[src/common/mts_pkg.sv]
// mts_pkg: register map, field positions and timing constants
// of the transmit status block; assumes a 10 MHz system clock.
package mts_pkg;
    // ****************************************
    // register map
    // ****************************************
    localparam int ADDR_W = 16;
    localparam logic [ADDR_W-1:0] OFS_TX_CONTROL = 16'hA008;
    localparam logic [ADDR_W-1:0] OFS_TX_STATUS = 16'hA00C;
    localparam logic [ADDR_W-1:0] OFS_IRQ_STATUS = 16'hA018;
    localparam logic [ADDR_W-1:0] OFS_IRQ_MASK = 16'hA01C;
    localparam logic [15:0] RST_TX_CONTROL = 16'h0000;
    localparam logic [15:0] RST_TX_STATUS = 16'h0000;
    localparam logic [15:0] RST_IRQ_MASK = 16'h0000;

    // ****************************************
    // status word fields
    // ****************************************
    localparam int ST_EXCESSIVE_COLLISION_FLAG = 4;
    localparam int ST_DEFERRED = 5;
    localparam int ST_PAUSED = 6;
    localparam int ST_TRANSMIT_INTERRUPT_FLAG = 7;
    localparam int ST_UNDER = 8;
    localparam int ST_DEFERRAL = 9;
    localparam int ST_NOCARR = 10;
    localparam int ST_SQE = 11;
    localparam int ST_LATE = 12;
    localparam int ST_PARITY = 13;
    localparam int ST_COMP = 14;
    localparam int ST_HALTED = 15;

    // ****************************************
    // control word fields
    // ****************************************
    localparam int CT_TRANSMIT_ENABLE = 0;
    localparam int CT_NODEF = 5;
    localparam int CT_SQEN = 7;
    localparam int CT_EN_UNDER = 8;
    localparam int CT_EN_DEFER = 9;
    localparam int CT_EN_MISSING_CARRIER_FLAG = 10;
    localparam int CT_EN_EXCESSIVE_COLLISION_FLAG = 11;
    localparam int CT_EN_LATE = 12;
    localparam int CT_EN_PAR = 13;
    localparam int CT_EN_COMP = 14;
    localparam int CT_HALT_IMM = 15;

    // ****************************************
    // timing
    // ****************************************
    localparam int CLK_PERIOD_NS = 100;
    localparam int DEFER_100M_NS = 327680;
    localparam int DEFER_10M_NS = 3276800;
    localparam int DEFER_100M_CYC = (DEFER_100M_NS + CLK_PERIOD_NS - 1) / CLK_PERIOD_NS;
    localparam int DEFER_10M_CYC = (DEFER_10M_NS + CLK_PERIOD_NS - 1) / CLK_PERIOD_NS;
    localparam int SQE_IFG_NS = 6400;
    localparam int SQE_IFG_CYC = SQE_IFG_NS / CLK_PERIOD_NS;
    localparam int LATE_COLL_BYTES = 64;
    localparam int EXCESS_COLL = 16;

    typedef enum logic {
        MTS_IDLE = 1'b0,
        MTS_BUSY = 1'b1
    } mts_pkt_state_type;
endpackage

[src/core/mts_tx_status.sv]
// mts_tx_status: transmit status word, control word and interrupt of the mac.
// assumes an apb master on the register side and a transmit engine
// that marks packets and reports link conditions synchronously to clk.
//
// Our own choice: the APB register port.
`timescale 1ns/10ps
module mts_tx_status
    import mts_pkg::*;
#(
    parameter int DEFER_10M_CYCLES = DEFER_10M_CYC
) (
    input wire logic clk,
    input wire logic ce,
    input wire logic sys_rst,
    input wire logic psel,
    input wire logic penable,
    input wire logic pwrite,
    input wire logic [ADDR_W-1:0] paddr,
    input wire logic [31:0] pwdata,
    output logic [31:0] prdata,
    output logic pready,
    output logic pslverr,
    input wire logic tx_start,
    input wire logic tx_byte,
    input wire logic tx_end,
    input wire logic tx_discard,
    input wire logic collision_det,
    input wire logic carrier_sense,
    input wire logic fifo_empty,
    input wire logic fifo_parity_err,
    input wire logic deferring,
    input wire logic pause_hold,
    input wire logic link_10m,
    output logic transmit_enable,
    output logic abort_tx,
    output logic irq
);
    // ****************************************
    // register bus
    // ****************************************
    logic pready_q;
    logic pslverr_q;
    logic [31:0] prdata_q;
    logic [15:0] ctrl_q;
    logic [15:0] stat_q;
    logic [15:0] irqs_q;
    logic [15:0] mask_q;

    wire acc = psel & penable;
    wire done = acc & pready_q;
    wire wr = done & pwrite;
    wire hit_ctrl = paddr == OFS_TX_CONTROL;
    wire hit_stat = paddr == OFS_TX_STATUS;
    wire hit_irqs = paddr == OFS_IRQ_STATUS;
    wire hit_mask = paddr == OFS_IRQ_MASK;
    wire hit_any = hit_ctrl | hit_stat | hit_irqs | hit_mask;
    wire wr_ctrl = wr & hit_ctrl;
    wire [15:0] stat_w1c = (wr & hit_stat) ? pwdata[15:0] : 16'h0000;
    wire [15:0] irqs_w1c = (wr & hit_irqs) ? pwdata[15:0] : 16'h0000;
    wire [15:0] rd_mux = hit_ctrl ? ctrl_q : hit_stat ? stat_q : hit_irqs ? irqs_q : hit_mask ? mask_q : 16'h0000;

    always_ff @(posedge clk or posedge sys_rst) begin
        if (sys_rst) begin
            pready_q <= 1'b0;
            pslverr_q <= 1'b0;
            prdata_q <= 32'h00000000;
        end else if (ce) begin
            pready_q <= acc & ~pready_q;
            pslverr_q <= acc & ~pready_q & ~hit_any;
            prdata_q <= (acc & ~pready_q) ? {16'h0000, rd_mux} : prdata_q;
        end
    end

    // ****************************************
    // packet tracking
    // ****************************************
    mts_pkt_state_type state_q;
    mts_pkt_state_type state_d;
    logic col_q;
    logic [4:0] coll_q;
    logic [6:0] bytes_q;
    logic late_q;
    logic defd_q;
    logic paused_q;
    logic under_q;
    logic deferral_q;
    logic crs_q;
    logic abort_q;
    logic defer_hit;
    logic sqe_fail;

    wire busy = state_q == MTS_BUSY;
    wire col_rise = collision_det & ~col_q;
    wire col_pkt = busy & col_rise;
    wire excess = col_pkt & (coll_q == 5'(EXCESS_COLL - 1));
    wire pkt_end = busy & (tx_end | tx_discard | excess);
    wire past_slot = bytes_q >= 7'(LATE_COLL_BYTES);
    wire [4:0] coll_now = col_pkt ? coll_q + 5'd1 : coll_q;
    wire late_now = late_q | (col_pkt & past_slot);
    wire defd_now = defd_q | deferring;
    wire paused_now = paused_q | pause_hold;
    wire under_now = under_q | fifo_empty;
    wire deferral_now = deferral_q | defer_hit;
    wire crs_now = crs_q | carrier_sense;

    always_comb begin
        state_d = state_q;
        case (state_q)
            MTS_IDLE: begin
                if (tx_start) begin
                    state_d = MTS_BUSY;
                end
            end
            MTS_BUSY: begin
                if (pkt_end) begin
                    state_d = MTS_IDLE;
                end
            end
            default: begin
                state_d = MTS_IDLE;
            end
        endcase
    end

    always_ff @(posedge clk or posedge sys_rst) begin
        if (sys_rst) begin
            state_q <= MTS_IDLE;
            col_q <= 1'b0;
            coll_q <= 5'h00;
            bytes_q <= 7'h00;
        end else if (ce) begin
            state_q <= state_d;
            col_q <= collision_det;
            coll_q <= (!busy) ? 5'h00 : coll_now;
            bytes_q <= (!busy) ? 7'h00 : (tx_byte & ~past_slot) ? bytes_q + 7'd1 : bytes_q;
        end
    end

    always_ff @(posedge clk or posedge sys_rst) begin
        if (sys_rst) begin
            late_q <= 1'b0;
            defd_q <= 1'b0;
            paused_q <= 1'b0;
            under_q <= 1'b0;
            deferral_q <= 1'b0;
            crs_q <= 1'b0;
        end else if (ce) begin
            late_q <= busy & late_now;
            defd_q <= busy & defd_now;
            paused_q <= busy & paused_now;
            under_q <= busy & under_now;
            deferral_q <= busy & deferral_now;
            crs_q <= busy & crs_now;
        end
    end

    mts_defer_timer #(
        .CYC_10M(DEFER_10M_CYCLES),
        .CYC_100M(DEFER_100M_CYC)
    ) u_defer (
        .clk(clk),
        .ce(ce),
        .sys_rst(sys_rst),
        .deferring(deferring & busy),
        .mode_10m(link_10m),
        .enable(~ctrl_q[CT_NODEF]),
        .limit_hit(defer_hit)
    );

    // sqe check only for a packet that left the wire
    mts_sqe_check #(
        .WIN(SQE_IFG_CYC)
    ) u_sqe (
        .clk(clk),
        .ce(ce),
        .sys_rst(sys_rst),
        .start(pkt_end & ~tx_discard & ~excess & ctrl_q[CT_SQEN]),
        .collision_det(collision_det),
        .sqe_fail(sqe_fail)
    );

    // ****************************************
    // status word and control word
    // ****************************************
    logic [15:0] en_vec;
    logic [15:0] pkt_word;
    logic [15:0] stat_d;
    logic [15:0] ctrl_d;
    logic [15:0] ev;
    logic [15:0] irqs_d;
    logic irq_q;
    logic transmit_enable_q;

    always_comb begin
        en_vec = 16'h0000;
        en_vec[ST_EXCESSIVE_COLLISION_FLAG] = ctrl_q[CT_EN_EXCESSIVE_COLLISION_FLAG];
        en_vec[ST_UNDER] = ctrl_q[CT_EN_UNDER];
        en_vec[ST_DEFERRAL] = ctrl_q[CT_EN_DEFER];
        en_vec[ST_NOCARR] = ctrl_q[CT_EN_MISSING_CARRIER_FLAG];
        en_vec[ST_LATE] = ctrl_q[CT_EN_LATE];
        en_vec[ST_PARITY] = ctrl_q[CT_EN_PAR];
        en_vec[ST_COMP] = ctrl_q[CT_EN_COMP];
    end

    wire par_evt = fifo_parity_err;
    wire halt_evt = wr_ctrl & ((ctrl_q[CT_TRANSMIT_ENABLE] & ~pwdata[CT_TRANSMIT_ENABLE]) | pwdata[CT_HALT_IMM]);

    always_comb begin
        pkt_word = 16'h0000;
        pkt_word[3:0] = excess ? 4'h0 : coll_now[3:0];
        pkt_word[ST_EXCESSIVE_COLLISION_FLAG] = excess;
        pkt_word[ST_DEFERRED] = defd_now;
        pkt_word[ST_PAUSED] = paused_now;
        pkt_word[ST_UNDER] = under_now;
        pkt_word[ST_DEFERRAL] = deferral_now;
        pkt_word[ST_NOCARR] = ~crs_now & ~tx_discard;
        pkt_word[ST_LATE] = late_now;
        pkt_word[ST_COMP] = 1'b1;
        pkt_word[ST_TRANSMIT_INTERRUPT_FLAG] = |(pkt_word & en_vec);
    end

    always_comb begin
        stat_d = stat_q & ~stat_w1c;
        if (pkt_end) begin
            // per-packet fields replaced, sqe, parity and halt kept
            stat_d = (stat_d & 16'hA800) | pkt_word;
        end
        stat_d[ST_SQE] = stat_d[ST_SQE] | sqe_fail;
        stat_d[ST_PARITY] = stat_d[ST_PARITY] | par_evt;
        stat_d[ST_HALTED] = stat_d[ST_HALTED] | halt_evt;
    end

    always_comb begin
        ctrl_d = wr_ctrl ? pwdata[15:0] : ctrl_q;
        if (par_evt & ctrl_q[CT_EN_PAR]) begin
            ctrl_d[CT_TRANSMIT_ENABLE] = 1'b0;
        end
    end

    always_comb begin
        ev = pkt_end ? pkt_word : 16'h0000;
        ev[ST_SQE] = sqe_fail;
        ev[ST_PARITY] = par_evt;
        ev[ST_HALTED] = halt_evt;
        irqs_d = (irqs_q & ~irqs_w1c) | (ev & en_vec);
    end

    always_ff @(posedge clk or posedge sys_rst) begin
        if (sys_rst) begin
            stat_q <= RST_TX_STATUS;
            ctrl_q <= RST_TX_CONTROL;
            irqs_q <= 16'h0000;
            mask_q <= RST_IRQ_MASK;
            irq_q <= 1'b0;
            transmit_enable_q <= 1'b0;
            abort_q <= 1'b0;
        end else if (ce) begin
            stat_q <= stat_d;
            ctrl_q <= ctrl_d;
            irqs_q <= irqs_d;
            mask_q <= (wr & hit_mask) ? pwdata[15:0] : mask_q;
            irq_q <= |(irqs_d & mask_q);
            transmit_enable_q <= ctrl_d[CT_TRANSMIT_ENABLE] & ~ctrl_d[CT_HALT_IMM];
            abort_q <= excess;
        end
    end

    assign prdata = prdata_q;
    assign pready = pready_q;
    assign pslverr = pslverr_q;
    assign transmit_enable = transmit_enable_q;
    assign abort_tx = abort_q;
    assign irq = irq_q;
endmodule

[src/core/mts_defer_timer.sv]
// mts_defer_timer: flags a deferral that lasts the maximum time.
// assumes deferring is a level from the transmit engine, synchronous to clk.
`timescale 1ns/10ps
module mts_defer_timer
    import mts_pkg::*;
#(
    parameter int CYC_10M = DEFER_10M_CYC,
    parameter int CYC_100M = DEFER_100M_CYC
) (
    input wire logic clk,
    input wire logic ce,
    input wire logic sys_rst,
    input wire logic deferring,
    input wire logic mode_10m,
    input wire logic enable,
    output logic limit_hit
);
    localparam int CW = $clog2(CYC_10M + 1);

    initial begin
        if (CYC_100M < 1 || CYC_10M < CYC_100M) begin
            $error("mts_defer_timer: bad deferral limits");
        end
    end

    logic [CW-1:0] cnt_q;
    logic hit_q;
    wire [CW-1:0] limit = mode_10m ? CW'(CYC_10M) : CW'(CYC_100M);
    wire counting = deferring & enable;
    wire at_last = counting & (cnt_q == limit - CW'(1));

    always_ff @(posedge clk or posedge sys_rst) begin
        if (sys_rst) begin
            cnt_q <= '0;
            hit_q <= 1'b0;
        end else if (ce) begin
            cnt_q <= !counting ? '0 : (cnt_q < limit) ? cnt_q + CW'(1) : cnt_q;
            hit_q <= at_last;
        end
    end

    assign limit_hit = hit_q;
endmodule

[src/core/mts_sqe_check.sv]
// mts_sqe_check: watches for the sqe test pulse after each packet.
// assumes collision_det is the transceiver's collision level.
`timescale 1ns/10ps
module mts_sqe_check
    import mts_pkg::*;
#(
    parameter int WIN = SQE_IFG_CYC
) (
    input wire logic clk,
    input wire logic ce,
    input wire logic sys_rst,
    input wire logic start,
    input wire logic collision_det,
    output logic sqe_fail
);
    localparam int CW = $clog2(WIN + 1);

    initial begin
        if (WIN < 2) begin
            $error("mts_sqe_check: window too short");
        end
    end

    logic armed_q;
    logic seen_q;
    logic fail_q;
    logic [CW-1:0] cnt_q;
    wire last = armed_q & (cnt_q == CW'(WIN - 1));

    always_ff @(posedge clk or posedge sys_rst) begin
        if (sys_rst) begin
            armed_q <= 1'b0;
            seen_q <= 1'b0;
            fail_q <= 1'b0;
            cnt_q <= '0;
        end else if (ce) begin
            armed_q <= start | (armed_q & ~last);
            seen_q <= ~start & (seen_q | (armed_q & collision_det));
            cnt_q <= start ? '0 : armed_q ? cnt_q + CW'(1) : cnt_q;
            fail_q <= last & ~seen_q & ~collision_det;
        end
    end

    assign sqe_fail = fail_q;
endmodule

[config.mk]
export PLATFORM = sky130hd
export DESIGN_NAME = mts_tx_status
export DESIGN_NICKNAME = d
export VERILOG_FILES = /design/src/common/mts_pkg.sv /design/src/core/mts_tx_status.sv /design/src/core/mts_defer_timer.sv /design/src/core/mts_sqe_check.sv
export SDC_FILE = /design/constraint.sdc
export NUM_CORES = 1
export LEC_CHECK = 0
export ABC_AREA = 1
export ABC_CLOCK_PERIOD_IN_PS = 7400
export BUFFER_PORTS_ARGS = -buffer_cell sky130_fd_sc_hd__buf_2
export CORE_ASPECT_RATIO = 0.6
export CORE_MARGIN = 2
export CORE_UTILIZATION = 58
export CTS_BUF_LIST = sky130_fd_sc_hd__clkbuf_4 sky130_fd_sc_hd__clkbuf_8 sky130_fd_sc_hd__clkbuf_16
export CTS_CLUSTER_DIAMETER = 120
export DETAILED_ROUTE_END_ITERATION = 8
export PLACE_DENSITY = 0.81
export SLEW_MARGIN = 0
export SYNTH_ARGS = -nofsm -noshare
export SYNTH_HDL_FRONTEND = slang
export SYNTH_SLANG_ARGS = --single-unit
export TNS_END_PERCENT = 5
[constraint.sdc]
create_clock -name clk -period 7.4 [get_ports clk]
set_clock_uncertainty 0.2 [all_clocks]
set_input_delay 2.22 -clock clk [delete_from_list [all_inputs] [get_ports clk]]
set_output_delay 2.22 -clock clk [all_outputs]
set_load 0.05 [all_outputs]
==> run metrics <==
outcome=finished, final reports clean; EDFF count, synth=0; Vias=6371; Worst Hold Path Cells=1; fill count=956; post-synthesis sequential area ratio=46.2%; peak supply drop=0.190 mV; CTS tree=done; gr ovfl total=0; post_cts resized=0; Hold Vio Cnt, Final=0; wire per inst=16.7 um; count of nets after finishing=1015; first-pass GRT wire length=30600 um; Hold/Removal Path Class=flop to flop; Final min period=4530 ps; Placed Cells incl. Taps=1083; Crit path arrival time=4600 ps; clk sinks=132; cell accounting for the most synthesized area=dfrtp_1; PwrDens=234 nW/um^2; GP Congestion=0.945; Post-CTS Repair Setup Buffers=0; Worst-Margin Slew=1130 ps; Reg2Reg Setup Slack=4520 ps; hold worst-path end=u_sqe.cnt_q[4]$_DFFE_PP0P_; top cells by area, synth=dfrtp_1, nand2_1, o21ai_0; cell count after synthesis=878; count of state elements after synthesis=132; CP Launch Type=input port; largest net degree at the start of global routing=83; Fin Setup TNS=0 ps; synthesized cell area=7150 sq um; Starting DRT DRC Count=676; fin cells=1115; Leakage=4.02 nW; # diodes=0; Setup Crit Path Kind=input port to flop; Reg2Reg Capture Point=u_defer.cnt_q[5]$_DFFE_PP0P_; area grow syn2layout=14.0%; die width=147 um; Tcrit/Tclk final=61.2%; final wirelength=18700 um; FFs w/ async S/R, synth=100%; CP required=7470 ps; Worst-path clk slew=60 ps; slew margin rel.=24.3%; Die ar.=13300 sq um; RSZ-0062 raised after global routing=no; CORE AREA=12000 sq um; initial antenna violation count=0; Peak Freq=221 MHz; Register-to-Register Path Depth=8; syn_area_per_cell=8.14 sq um; cts hold-fix bufs=0; Residual DRC=0; most frequent cells in the layout=nand2_1, dfrtp_1, inv_1; YS warnings=0; Max Cap Viol=0; H-tree depth=4; Reg area=3300 sq um; Initial Utilization=59.5%; Routed Antenna Nets=0; vias in the first global route=5980; vias per cell=5.71; Global Route Usage Sum=29.2%; Worst Path Max Fanout=43; Multi-input gate area=3220 sq um; total power draw=1.91 mW; reg2reg start=u_defer.cnt_q[11]$_DFFE_PP0P_; Rows=31; HP Start=u_sqe.cnt_q[4]$_DFFE_PP0P_; clock buffer depth=2; Main synth FF type=dfrtp_1; final setup fails=0; Max Slew Vio Count=0; CTS root buf=clkbuf_16; synth unique cells=49; commonest non-fill, non-tap cell in the layout=nand2_1; port bufs=69; DP HPWL=12400 um; Synth top area share=46.2%; IO Count=102; Vert. Die Dim=90.0 um; TritonCTS buffer count=17; Worst-Skew Late Latency=420 ps; nature of the critical path endpoint=flop; layout cell share with drive strength beyond 1=16.0%; DR pass1 iterations=8
==> state kept, by name (all words and copies together) (netlist names), 5 cells and up <==
register	cells
stat_q	16
coll_q	5
ctrl_q	16
u_sqe.cnt_q	7
bytes_q	7
u_defer.cnt_q	16
prdata	16
irqs_q	16
mask_q	16
==> where the power goes <==
part,internal (mW),total (mW),switching (mW)
combinational,0.0533,0.203,0.150
clock,0.586,0.916,0.331
sequential,0.759,0.788,0.0290
==> Yosys cell counts, types with 3 or more instances <==
cell / count
buf_2: 10
nor2_8: 3
a31oi_1: 16
o21ai_1: 18
nor2_1: 62
nor2_2: 5
dfrtp_1: 132
mux2_2: 9
o211ai_1: 12
o21ai_0: 76
nand2_1: 198
o22ai_1: 11
inv_2: 7
nand4_1: 22
a21oi_1: 21
buf_4: 20
nand2_2: 10
ha_1: 13
o2111ai_1: 9
clkbuf_1: 14
o41ai_1: 3
nor3_1: 13
xor2_1: 12
nor2_4: 3
xnor2_1: 4
inv_1: 101
nand3_1: 45
==> worst max path at each step <==
stage	cells past startpoint	to	slack (ps)	startpoint
2_1_floorplan	1	abort_tx$_DFFE_PP0P_	1450	sys_rst
3_3_place_gp	7	u_defer.cnt_q[5]$_DFFE_PP0P_	2540	ce
3_5_place_dp	7	u_defer.cnt_q[5]$_DFFE_PP0P_	2520	ce
4_1_cts	7	u_defer.cnt_q[5]$_DFFE_PP0P_	2930	ce
5_1_grt	8	u_defer.cnt_q[2]$_DFFE_PP0P_	2620	ce
6_report	7	u_defer.cnt_q[5]$_DFFE_PP0P_	2870	ce
==> metal layers <==
metal / routed length [um] / global-route usage, %
met1: 8410 / 42.9
met2: 8080 / 42.6
met3: 2010 / 8.68
met4: 158 / 7.37
met5: 0 / 0
==> worst max-delay path, stage by stage <==
cell     delay (ps)
buf_2            70
buf_4           420
inv_2           380
nor2_1          210
nand3_1         430
nand2_1         670
o21ai_0         180
==> cells by family after synthesis <==
| family | Yosys count | synth area share [%] |
|---|---|---|
| flops | 132 | 46.2 |
| compound gates | 177 | 14.5 |
| mux | 9 | 1.42 |
| other cells | 1 | 0.0524 |
| fa+ha+maj | 13 | 2.27 |
| buf+inv | 156 | 9.62 |
| simple gates | 374 | 24.0 |
| xor+xnor | 16 | 1.96 |
==> cell type report <==
class                      count  area share (%)
clock buffer                  20            5.65
sequential                   132            40.5
clock inverter                12            2.18
multi-input combinational    605            39.5
timing repair buffer          73            4.61
tap                          165            2.53
inverter                     108            5.04
==> per-stage QoR <==
step / setup slack [ps] / hold slack (ps) / utilization (%) / area, sq um
finish: 2870 / 258 / 67.8 / 8150
floorplan: 1450 / 226 / - / 7210
detailed placement: 2520 / 245 / 62.5 / 7510
global placement: 2540 / 242 / 62.5 / 7510
global route: 2620 / 288 / 67.8 / 8150
CTS: 2930 / 262 / 67.8 / 8150
(Power assumes the default switching activity.)
